File: config.mk
export PLATFORM = sky130hd
export DESIGN_NAME = snzsc_ctrl
export DESIGN_NICKNAME = d
export VERILOG_FILES = /design/src/inc/snzsc_pkg.sv /design/src/core/snzsc_edge.sv /design/src/core/snzsc_ctrl.sv
export SDC_FILE = /design/constraint.sdc
export NUM_CORES = 1
export LEC_CHECK = 0
export BUFFER_PORTS_ARGS = -buffer_cell sky130_fd_sc_hd__buf_2
export CORE_ASPECT_RATIO = 1.4
export CORE_UTILIZATION = 43
export CTS_CLUSTER_DIAMETER = 120
export CTS_CLUSTER_SIZE = 12
export DETAILED_ROUTE_END_ITERATION = 7
export GPL_TIMING_DRIVEN = 0
export PLACE_DENSITY = 0.74
export SLEW_MARGIN = 0
export SYNTH_ARGS = -nofsm -noshare
export SYNTH_HDL_FRONTEND = slang
export SYNTH_SLANG_ARGS = --single-unit
File: constraint.sdc
create_clock -name clk_sys -period 1.6 [get_ports clk_sys]
set_input_delay 0.16 -clock clk_sys [delete_from_list [all_inputs] [get_ports clk_sys]]
set_output_delay 0.16 -clock clk_sys [all_outputs]
set_load 0.005 [all_outputs]
File: src/inc/snzsc_pkg.sv
// Purpose: constants and types shared by the snooze state controller
// Assumes: single clock domain, clk_sys at 250 MHz
// Notes: condition and release-source selects are plain input vectors
//
// Overview of operation
// - snooze entry restarts previously running oscillators
// - peripheral clock gated until oscillators stable
// - end-of-activity interrupt wakes to normal
// - no wake, no end: stay in snooze
// - end condition returns to standby, CPU halted
// - back in standby: stop restarted oscillators, peripheral
// - CPU stays halted throughout snooze
// - low-power timer runs in standby, triggers snooze
// - serial reception proceeds during snooze
// - transfer controller may run during snooze
// - no selected entry condition keeps standby
// - selected release source raises release interrupt, wakes
// - release interrupt fires outside snooze too
package snzsc_pkg;
   localparam int unsigned NUM_SRC  = 4;
   localparam int unsigned NUM_OSC  = 4;
   // source bit positions, shared by entry, end and release selects
   localparam int unsigned SRC_SERIAL = 0;
   localparam int unsigned SRC_TIMER  = 1;
   localparam int unsigned SRC_CONV   = 2;
   localparam int unsigned SRC_TOUCH  = 3;
   localparam logic [NUM_OSC-1:0] OSC_RESET = 4'h1;

   typedef enum logic [2:0] {
      SNZSC_NORMAL,
      SNZSC_STANDBY,
      SNZSC_OSC_WAIT,
      SNZSC_SNOOZE
   } snzsc_state_t;
endpackage

File: src/core/snzsc_edge.sv
// Purpose: rising-edge detector for a vector of event levels
// Assumes: inputs synchronous to clk_sys
// Notes: one-cycle pulse per rising edge on each bit
`timescale 1ns/100ps
module snzsc_edge #(
   parameter int unsigned WIDTH = 4
) (
   input  wire logic             clk_sys,
   input  wire logic             sys_rst,
   input  wire logic [WIDTH-1:0] level_in,
   output logic      [WIDTH-1:0] pulse_out
);
   typedef struct packed {
      logic [WIDTH-1:0] prev;
   } snzsc_edge_t;

   snzsc_edge_t cur;
   snzsc_edge_t next_cur;

   always_comb begin
      next_cur.prev = level_in;
   end

   always_ff @(posedge clk_sys or posedge sys_rst) begin
      if (sys_rst) begin
         cur <= '0;
      end else begin
         cur <= next_cur;
      end
   end

   assign pulse_out = level_in & ~cur.prev;
endmodule

File: src/core/snzsc_ctrl.sv
// Purpose: power-state controller for standby / snooze / normal
// Assumes: event inputs are levels synchronous to clk_sys; sleep_req is a pulse
// Notes: peripheral events are edge detected; select vectors are held static by software
`timescale 1ns/100ps
module snzsc_ctrl #(
   parameter int unsigned NSRC = snzsc_pkg::NUM_SRC,
   parameter int unsigned NOSC = snzsc_pkg::NUM_OSC
) (
   input  wire logic                clk_sys,
   input  wire logic                sys_rst,
   input  wire logic                sleep_req,
   input  wire logic                wake_irq,
   input  wire logic [NSRC-1:0]     snz_entry_sel,
   input  wire logic [NSRC-1:0]     snz_end_sel,
   input  wire logic [NSRC-1:0]     snooze_release_source_select,
   input  wire logic [NSRC-1:0]     entry_event,
   input  wire logic [NSRC-1:0]     end_event,
   input  wire logic [NSRC-1:0]     release_event,
   input  wire logic [NOSC-1:0]     osc_running,
   input  wire logic [NOSC-1:0]     osc_stable,
   output logic      [NOSC-1:0]     osc_enable,
   output logic                     periph_clk_en,
   output logic                     cpu_halt,
   output logic                     low_power_timer_run,
   output logic                     async_serial_receiver_en,
   output logic                     transfer_controller_en,
   output logic                     snooze_release_irq,
   output logic      [1:0]          power_state
);
   typedef struct packed {
      snzsc_pkg::snzsc_state_t st;
      logic [NOSC-1:0]         saved_osc;
      logic [NOSC-1:0]         osc_en;
      logic                    pclk;
      logic                    halt;
      logic                    irq;
   } snzsc_ctrl_t;

   snzsc_ctrl_t     cur;
   snzsc_ctrl_t     next_cur;
   logic [NSRC-1:0] entry_p;
   logic [NSRC-1:0] end_p;
   logic [NSRC-1:0] rel_p;

   snzsc_edge #(.WIDTH(3*NSRC)) u_edge (
      .clk_sys   (clk_sys),
      .sys_rst   (sys_rst),
      .level_in  ({release_event, end_event, entry_event}),
      .pulse_out ({rel_p, end_p, entry_p})
   );

   // power_state encoding seen by the outside world
   localparam logic [1:0] PS_NORMAL  = 2'h0;
   localparam logic [1:0] PS_STANDBY = 2'h1;
   localparam logic [1:0] PS_SNOOZE  = 2'h2;

   function automatic logic hit(input logic [NSRC-1:0] sel, input logic [NSRC-1:0] ev);
      hit = |(sel & ev);
   endfunction

   // only the oscillators that were restarted must report stable
   function automatic logic all_stable(input logic [NOSC-1:0] stable, input logic [NOSC-1:0] need);
      all_stable = ((stable & need) == need);
   endfunction

   always_comb begin
      next_cur     = cur;
      next_cur.irq = hit(snooze_release_source_select, rel_p);
      unique case (cur.st)
         snzsc_pkg::SNZSC_NORMAL: begin
            next_cur.halt = 1'b0;
            next_cur.pclk = 1'b1;
            if (sleep_req) begin
               // remember which oscillators ran so snooze can bring back exactly those
               next_cur.saved_osc = osc_running;
               next_cur.osc_en    = '0;
               next_cur.pclk      = 1'b0;
               next_cur.halt      = 1'b1;
               next_cur.st        = snzsc_pkg::SNZSC_STANDBY;
            end
         end
         snzsc_pkg::SNZSC_STANDBY: begin
            if (wake_irq) begin
               next_cur.osc_en = cur.saved_osc;
               next_cur.st     = snzsc_pkg::SNZSC_OSC_WAIT;
               next_cur.halt   = 1'b1;
            end else if (hit(snz_entry_sel, entry_p)) begin
               next_cur.osc_en = cur.saved_osc;
               next_cur.st     = snzsc_pkg::SNZSC_OSC_WAIT;
            end
         end
         snzsc_pkg::SNZSC_OSC_WAIT: begin
            // clock stays gated until every restarted oscillator is stable
            if (all_stable(osc_stable, cur.saved_osc)) begin
               next_cur.pclk = 1'b1;
               next_cur.st   = snzsc_pkg::SNZSC_SNOOZE;
            end
         end
         snzsc_pkg::SNZSC_SNOOZE: begin
            next_cur.halt = 1'b1;
            if (wake_irq || hit(snooze_release_source_select, rel_p)) begin
               next_cur.halt = 1'b0;
               next_cur.st   = snzsc_pkg::SNZSC_NORMAL;
            end else if (hit(snz_end_sel, end_p)) begin
               next_cur.osc_en = '0;
               next_cur.pclk   = 1'b0;
               next_cur.st     = snzsc_pkg::SNZSC_STANDBY;
            end
            // otherwise remain in snooze
         end
         default: begin
            next_cur.st = snzsc_pkg::SNZSC_NORMAL;
         end
      endcase
      // a wake from standby passes through osc wait, then leaves halt
      if (cur.st == snzsc_pkg::SNZSC_OSC_WAIT && wake_irq &&
          all_stable(osc_stable, cur.saved_osc)) begin
         next_cur.halt = 1'b0;
         next_cur.st   = snzsc_pkg::SNZSC_NORMAL;
      end
      if (next_cur.st == snzsc_pkg::SNZSC_NORMAL) begin
         next_cur.osc_en = {NOSC{1'b1}};
      end
   end

   always_ff @(posedge clk_sys or posedge sys_rst) begin
      if (sys_rst) begin
         cur.st        <= snzsc_pkg::SNZSC_NORMAL;
         cur.saved_osc <= snzsc_pkg::OSC_RESET;
         cur.osc_en    <= {NOSC{1'b1}};
         cur.pclk      <= 1'b1;
         cur.halt      <= 1'b0;
         cur.irq       <= 1'b0;
      end else begin
         cur <= next_cur;
      end
   end

   logic in_snooze;
   assign in_snooze                = (cur.st == snzsc_pkg::SNZSC_SNOOZE);
   assign osc_enable               = cur.osc_en;
   assign periph_clk_en            = cur.pclk;
   assign cpu_halt                 = cur.halt;
   assign snooze_release_irq       = cur.irq;
   // timer is on its own low-speed clock and never stops in standby
   assign low_power_timer_run      = 1'b1;
   assign async_serial_receiver_en = ~cur.halt | in_snooze;
   assign transfer_controller_en   = ~cur.halt | in_snooze;
   // oscillator wait reports as standby: the CPU is still halted there
   assign power_state              = (cur.st == snzsc_pkg::SNZSC_NORMAL)  ? PS_NORMAL :
                                     (cur.st == snzsc_pkg::SNZSC_SNOOZE)  ? PS_SNOOZE : PS_STANDBY;
endmodule

==> impl_metrics.prom, run 1 <==
# TYPE chip_impl_metric gauge
chip_impl_metric{name="fin_clk_skew",unit="ps"} 2.37
chip_impl_metric{name="synth_cell_types",unit=""} 41
chip_impl_metric{name="nets",unit=""} 216
chip_impl_metric{name="cts_inserted_buffers",unit=""} 3
chip_impl_metric{name="die_area",unit="sq um"} 3080
chip_impl_metric{name="post-layout-total-power",unit="W"} 0.00157
chip_impl_metric{name="die-width",unit="um"} 47.2
chip_impl_metric{name="dp_hpwl",unit="um"} 1960
chip_impl_metric{name="max_freq",unit="MHz"} 639
chip_impl_metric{name="synthArstFlopShare",unit="%"} 100
chip_impl_metric{name="port-buffer-count",unit=""} 46
chip_impl_info{name="crit_path_end_kind",value="flip-flop"} 1
chip_impl_metric{name="number_of_instances_in_the_synthesized_netlist",unit=""} 111
chip_impl_metric{name="row_count",unit=""} 22
chip_impl_metric{name="path_clk_slew",unit="ps"} 140
chip_impl_metric{name="power.static_leakage",unit="nW"} 0.817
chip_impl_metric{name="min_period_over_period",unit="%"} 97.8
chip_impl_metric{name="layout-area-overhead-vs-synth",unit="%"} 49.4
chip_impl_metric{name="number_of_antenna_violations_at_the_first_check_in_global_routing",unit=""} 0
chip_impl_metric{name="h-tree-depth",unit=""} 1
chip_impl_metric{name="first_iter_violations",unit=""} 36
chip_impl_info{name="clock_tree_from_tritoncts",value="built"} 1
chip_impl_info{name="hp-class",value="in -> async"} 1
chip_impl_metric{name="firstDrtPassIters",unit=""} 4
chip_impl_metric{name="via_per_inst",unit=""} 5.26
chip_impl_info{name="clk_root_buffer_cell",value="clkbuf_4"} 1
chip_impl_metric{name="r2r_cells",unit=""} 4
chip_impl_info{name="criticalPathCategory",value="reg -> reg"} 1
chip_impl_metric{name="floorplan.io_pins",unit=""} 48
chip_impl_metric{name="layoutNonFillerInstCount",unit=""} 215
chip_impl_metric{name="die_height",unit="um"} 65.3
chip_impl_info{name="startpoint_type",value="flip-flop"} 1
chip_impl_metric{name="grt_max_degree",unit=""} 27
chip_impl_metric{name="grt_pass1_vias",unit=""} 1169
chip_impl_metric{name="cts.path.max_buffers",unit=""} 2
chip_impl_metric{name="grt_first_pass_wirelength",unit="um"} 4690
chip_impl_metric{name="yosysWarningCount",unit=""} 0
chip_impl_metric{name="clkLatencyLatePin",unit="ps"} 330
chip_impl_metric{name="initial_core_util",unit="%"} 46.1
chip_impl_info{name="ys_dominant_reg_cell",value="dfrtp_1"} 1
chip_impl_metric{name="total_drc_errors_in_the_routed_layout",unit=""} 0
chip_impl_metric{name="worstMarginPinSlew",unit="ps"} 937
chip_impl_metric{name="timing.slew.headroom",unit="%"} 37.5
chip_impl_metric{name="vias",unit=""} 1130
chip_impl_metric{name="synth-seq-area-share",unit="%"} 53.5
chip_impl_metric{name="fillerInstances",unit=""} 220
chip_impl_metric{name="timing.critical_path.required",unit="ps"} 1830
chip_impl_metric{name="whs",unit="ps"} 14.5
chip_impl_metric{name="power.density_cell_area",unit="nW/um^2"} 853
chip_impl_metric{name="hold_viol",unit=""} 0
chip_impl_metric{name="synth_area",unit="sq um"} 1230
chip_impl_metric{name="max-cap-violations",unit=""} 0
chip_impl_metric{name="crit_path_max_fanout",unit=""} 6
chip_impl_metric{name="number_of_max_slew_violations_in_the_final_report",unit=""} 0
chip_impl_metric{name="groute.usage.overall",unit="%"} 21.5
chip_impl_metric{name="route.final.wire_length",unit="um"} 3080
chip_impl_metric{name="synth_edf_count",unit=""} 0
chip_impl_metric{name="post_route_cells_drive_above_1_share",unit="%"} 53.1
chip_impl_metric{name="peakVddDrop",unit="mV"} 0.686
chip_impl_metric{name="route.detailed.wl_per_inst",unit="um"} 14.3
chip_impl_metric{name="drt.antenna.violating_nets",unit=""} 0
chip_impl_metric{name="diodes",unit=""} 0
chip_impl_metric{name="fin_ws",unit="ps"} 34.5
chip_impl_metric{name="grt.overflow.total",unit=""} 0
chip_impl_metric{name="worst_ep_arrival_time",unit="ps"} 1790
chip_impl_metric{name="clock-sinks",unit=""} 26
chip_impl_metric{name="post_place_setup_slack",unit="ps"} -125
chip_impl_metric{name="timing.setup.tns",unit="ps"} 0
chip_impl_metric{name="placed_cells",unit=""} 193
chip_impl_info{name="outcome",value="finished clean"} 1
chip_impl_metric{name="final.min_clock_period",unit="ps"} 1570
chip_impl_metric{name="timing.final.setup_violations",unit=""} 0
chip_impl_info{name="rsz_0062_raised_after_global_routing",value="true"} 1
chip_impl_metric{name="core",unit="sq um"} 2670
chip_impl_metric{name="gp_congestion",unit=""} 0.868
chip_impl_metric{name="postSynthAreaPerCell",unit="sq um"} 11.1
chip_impl_metric{name="ys_ff_latch",unit=""} 26
chip_impl_metric{name="post_syn_nets",unit=""} 147
==> kinds of logic (layout without fill, tap and decap cells) <==
family | count (synthesis) | in the layout | synth area share, %
AOI/OAI and AO/OA | 31 | 31 | 20.0
buffers and inverters | 14 | 82 | 6.30
DFF | 26 | 26 | 53.5
other | 2 | 2 | 0.610
and+or+nand+nor | 35 | 35 | 16.9
muxes | 3 | 3 | 2.74
==> per-stage QoR <==
stage,utilization [%],area [sq um]
detailed placement,56.4,1510
finish,68.9,1840
global placement,56.4,1510
floorplan,-,1230
global route,68.9,1840
CTS,64.9,1730
==> cells in the final DEF (no fill, tap or decap), drive strengths merged, types with 3 or more instances in the layout <==
cell / count
nand2: 16
nand3: 3
dfrtp: 20
a21oi: 7
dlygate4sd3: 12
mux2: 3
buf: 59
dfstp: 6
o22a: 3
a221o: 4
nor3: 3
nand2b: 4
clkbuf: 4
inv: 6
==> synthesized netlist by cell type (all sizes together), types with 2 or more instances <==
cell	number	area share, %
nand2b	4	2.0
o22a	3	2.1
o21ai	2	0.81
dfstp	6	13
dfrtp	20	41
a2111oi	2	1.9
nor3	3	1.2
nand3	3	1.6
and2	2	1.0
inv	6	1.8
mux2	3	2.7
buf	8	4.5
a221o	4	3.3
o22ai	2	1.0
a21oi	7	2.8
conb	2	0.61
nand2	16	4.9
==> layout make-up <==
cell class                      instances  area [sq um]  share of cell area, %
Sequential cell                        26           659                   35.9
Buffer                                  8          60.1                   3.27
Inverter                                6          25.0                   1.36
Multi-Input combinational cell         71           602                   32.7
Tap cell                               36          45.0                   2.45
Clock buffer                            3          22.5                   1.22
Timing Repair Buffer                   64           395                   21.5
Clock inverter                          1          30.0                   1.63
==> registers in the layout (all words and copies together) (netlist names) <==
signal              count
u_edge.cur             12
cur                     7
osc_enable              4
cpu_halt                1
periph_clk_en           1
snooze_release_irq      1
==> path summary, 6_finish.rpt <==
check	startpoint	to	slack, ps
min in group clk_sys	osc_running[3]	cur[10]	30
max in group asynchronous	sys_rst	cur[13]	960
min	sys_rst	cur[8]	10
max reg2reg	cur[13]	cur[8]	30
max	cur[13]	cur[8]	30
min reg2reg	periph_clk_en	periph_clk_en	520
==> critical path, cell delays in order, from the launching register on <==
cell and delay, ps:
dfrtp_2 470, buf_4 160, nor4b_4 300, buf_4 200, mux2_2 340
==> repair_timing <==
item,CTS,global route
hold buffers,12,0
hold endpoints to repair,12,0
pin swaps,2,9
resized for setup,5,19
setup buffers,5,1
endpoints found under the setup margin,6,9
==> where the power goes <==
group          switching, W  total [W]  internal [W]
combinational      0.000176   0.000358      0.000183
clock              0.000197   0.000450      0.000254
sequential        0.0000364   0.000761      0.000724
total              0.000409    0.00157       0.00116
==> metal layers <==
metal	GRT usage (%)	part of all wire (%)	wire length, um
met1	20.8	35	1070
met2	41.3	58	1800
met3	1.65	3.1	96
met4	10.7	3.5	108
met5	0	0	0
(Power assumes the default switching activity.)
==> inputs of run 2 (changes only) <==
--- a/config.mk
+++ b/config.mk
@@ -7,13 +7,13 @@
 export LEC_CHECK = 0
 export BUFFER_PORTS_ARGS = -buffer_cell sky130_fd_sc_hd__buf_2
 export CORE_ASPECT_RATIO = 1.4
-export CORE_UTILIZATION = 43
+export CORE_UTILIZATION = 30
 export CTS_CLUSTER_DIAMETER = 120
 export CTS_CLUSTER_SIZE = 12
 export DETAILED_ROUTE_END_ITERATION = 7
 export GPL_TIMING_DRIVEN = 0
-export PLACE_DENSITY = 0.74
-export SLEW_MARGIN = 0
+export PLACE_DENSITY = 0.55
+export SLEW_MARGIN = 5
 export SYNTH_ARGS = -nofsm -noshare
 export SYNTH_HDL_FRONTEND = slang
 export SYNTH_SLANG_ARGS = --single-unit
==> run 2 against run 1 <==
Maximum frequency down 1.3%; hold slack better by 79 ps; sequential power down 0.5%; count of clock-buffer cells in the layout up 1; clock skew about the same; sequential cell count unchanged; register-to-register slack worse by 20 ps; largest cell class unchanged.
==> impl_metrics.prom, run 2 (synthesis results as in run 1) <==
# TYPE chip_impl_metric gauge
chip_impl_metric{name="final.min_clock_period",unit="ps"} 1590
chip_impl_metric{name="fin_clk_skew",unit="ps"} 2.25
chip_impl_metric{name="groute.usage.overall",unit="%"} 15.3
chip_impl_info{name="final_common_cell",value="buf_2"} 1
chip_impl_metric{name="die_area",unit="sq um"} 4370
chip_impl_metric{name="path_clk_slew",unit="ps"} 90
chip_impl_metric{name="route.final.wire_length",unit="um"} 3020
chip_impl_metric{name="grt.overflow.total",unit=""} 0
chip_impl_metric{name="layout-area-overhead-vs-synth",unit="%"} 46.0
chip_impl_metric{name="whs",unit="ps"} 93.7
chip_impl_metric{name="h-tree-depth",unit=""} 1
chip_impl_metric{name="post_route_cells_drive_above_1_share",unit="%"} 50.0
chip_impl_info{name="rsz_0062_raised_after_global_routing",value="true"} 1
chip_impl_info{name="criticalPathCategory",value="reg -> reg"} 1
chip_impl_metric{name="timing.final.setup_violations",unit=""} 0
chip_impl_info{name="crit_path_end_kind",value="flip-flop"} 1
chip_impl_metric{name="cts_inserted_buffers",unit=""} 3
chip_impl_metric{name="power.density_cell_area",unit="nW/um^2"} 847
chip_impl_metric{name="max_freq",unit="MHz"} 631
chip_impl_metric{name="stdcell_area",unit="sq um"} 1800
chip_impl_info{name="clk_root_buffer_cell",value="clkbuf_8"} 1
chip_impl_metric{name="peakVddDrop",unit="mV"} 0.468
chip_impl_metric{name="power.static_leakage",unit="nW"} 0.798
chip_impl_metric{name="core",unit="sq um"} 3920
chip_impl_metric{name="die_height",unit="um"} 77.8
chip_impl_info{name="r2r_start",value="u_edge.cur[6]"} 1
chip_impl_metric{name="port-buffer-count",unit=""} 46
chip_impl_info{name="largest_register",value="u_edge.cur"} 1
chip_impl_metric{name="post_place_setup_slack",unit="ps"} -162
chip_impl_metric{name="die-width",unit="um"} 56.1
chip_impl_metric{name="grt_first_pass_wirelength",unit="um"} 5220
chip_impl_metric{name="multi_input_gate_area_in_the_final_layout",unit="sq um"} 572
chip_impl_metric{name="grt_pass1_vias",unit=""} 1195
chip_impl_metric{name="fin_ws",unit="ps"} 14.4
chip_impl_info{name="mostFrequentLayoutCells",value="buf_2, dfrtp_1, nand2_1"} 1
chip_impl_metric{name="fillerInstances",unit=""} 383
chip_impl_metric{name="crit_path_max_fanout",unit=""} 4
chip_impl_metric{name="vias",unit=""} 1091
chip_impl_metric{name="min_period_over_period",unit="%"} 99.1
chip_impl_metric{name="floorplan.io_pins",unit=""} 48
chip_impl_info{name="clock_tree_from_tritoncts",value="built"} 1
chip_impl_info{name="outcome",value="finished clean"} 1
chip_impl_metric{name="nets",unit=""} 213
chip_impl_metric{name="largest_register_ffs",unit=""} 12
chip_impl_metric{name="placed_cells",unit=""} 200
chip_impl_metric{name="number_of_antenna_violations_at_the_first_check_in_global_routing",unit=""} 0
chip_impl_metric{name="max-cap-violations",unit=""} 0
chip_impl_metric{name="firstDrtPassIters",unit=""} 4
chip_impl_metric{name="cts.path.max_buffers",unit=""} 2
chip_impl_metric{name="initial_core_util",unit="%"} 31.4
chip_impl_metric{name="number_of_max_slew_violations_in_the_final_report",unit=""} 0
chip_impl_info{name="startpoint_type",value="flip-flop"} 1
chip_impl_metric{name="total_drc_errors_in_the_routed_layout",unit=""} 0
chip_impl_metric{name="clock-sinks",unit=""} 26
chip_impl_metric{name="diodes",unit=""} 0
chip_impl_metric{name="route.detailed.wl_per_inst",unit="um"} 13.8
chip_impl_metric{name="layoutNonFillerInstCount",unit=""} 219
chip_impl_info{name="hp-class",value="in -> async"} 1
chip_impl_metric{name="grt_max_degree",unit=""} 27
chip_impl_metric{name="hold_viol",unit=""} 0
chip_impl_metric{name="via_per_inst",unit=""} 4.98
chip_impl_metric{name="first_iter_violations",unit=""} 30
chip_impl_metric{name="worstMarginPinSlew",unit="ps"} 959
chip_impl_metric{name="timing.slew.headroom",unit="%"} 36.0
chip_impl_metric{name="clkLatencyLatePin",unit="ps"} 270
chip_impl_metric{name="postLayoutCoreUtil",unit="%"} 45.9
chip_impl_metric{name="placement.cell_area",unit="sq um"} 1520
chip_impl_metric{name="worst_ep_arrival_time",unit="ps"} 1790
chip_impl_info{name="worstSetupStartpoint",value="u_edge.cur[6]"} 1
chip_impl_metric{name="dp_hpwl",unit="um"} 2020
chip_impl_metric{name="row_count",unit=""} 27
chip_impl_metric{name="register_area",unit="sq um"} 659
chip_impl_metric{name="drt.antenna.violating_nets",unit=""} 0
chip_impl_metric{name="gp_congestion",unit=""} 0.765
chip_impl_metric{name="timing.critical_path.required",unit="ps"} 1800
[run 2: cell count changes in the layout (fill, tap and decap cells not counted)]
cell	previous run	this run
clkbuf_8	0	4
buf_4	13	10
clkbuf_4	4	1
nand2_1	14	16
nand2_2	2	0
a311oi_1	0	1
a311oi_2	1	0
bufinv_16	1	0
nand2b_2	0	1
nand2b_4	1	0
o22ai_1	0	1
o22ai_4	1	0
[run 2: repair_timing]
action | in CTS | in global routing
setup buffers | 3 | 0
endpoints found under the setup margin | 5 | 11
cloned | 0 | 0
gates resized for setup | 9 | 10
pin swaps | 2 | 9
hold buffers | 12 | 0
endpoints found under the hold margin | 12 | 0
[run 2: layout make-up]
| class | instances | share of cell area (%) |
|---|---|---|
| repair buffers | 61 | 20.7 |
| clock buffers | 4 | 3.06 |
| flip-flops and latches | 26 | 36.7 |
| well taps | 43 | 2.99 |
| inverters | 6 | 1.39 |
| plain buffers | 8 | 3.34 |
| multi-input cells | 71 | 31.8 |
[run 2: power by group]
group	switching [W]	internal (W)	total, W
combinational	0.000168	0.000172	0.000340
sequential	0.0000330	0.000724	0.000757
clock	0.000206	0.000220	0.000426
total	0.000407	0.00112	0.00152
[run 2: through the flow]
| step | power, W | setup TNS, ps |
|---|---|---|
| finish | 0.00152 | 0 |
| global route | 0.00161 | -189 |
| CTS | 0.00152 | 0 |
| detailed placement | 0.00104 | -634 |
| global placement | 0.00103 | -504 |
| floorplan | 0.000925 | 0 |
[run 2: worst max-delay path, stage by stage (launching register included)]
cell and delay [ps]:
dfrtp_1 370, o22a_2 260, a2111oi_4 400, o21ai_2 150, a221o_1 340
[run 2: final timing paths]
check / slack [ps] / cells after the start / end
max in group asynchronous: 860 / 2 / cur[13]
max: 10 / 4 / osc_enable[3]
min in group clk_sys: 100 / 3 / cur[10]
min: 90 / 2 / cur[8]
min reg2reg: 520 / 1 / periph_clk_en
max reg2reg: 10 / 4 / osc_enable[3]
[run 2: metal layers]
metal / global-route usage [%] / vias to the layer above / part of all wire [%]
met1: 17.0 / 514 / 39
met2: 27.9 / 47 / 53
li1: - / 523 / -
met5: 0 / - / 0
met3: 2.67 / 7 / 5.3
met4: 7.07 / 0 / 2.2
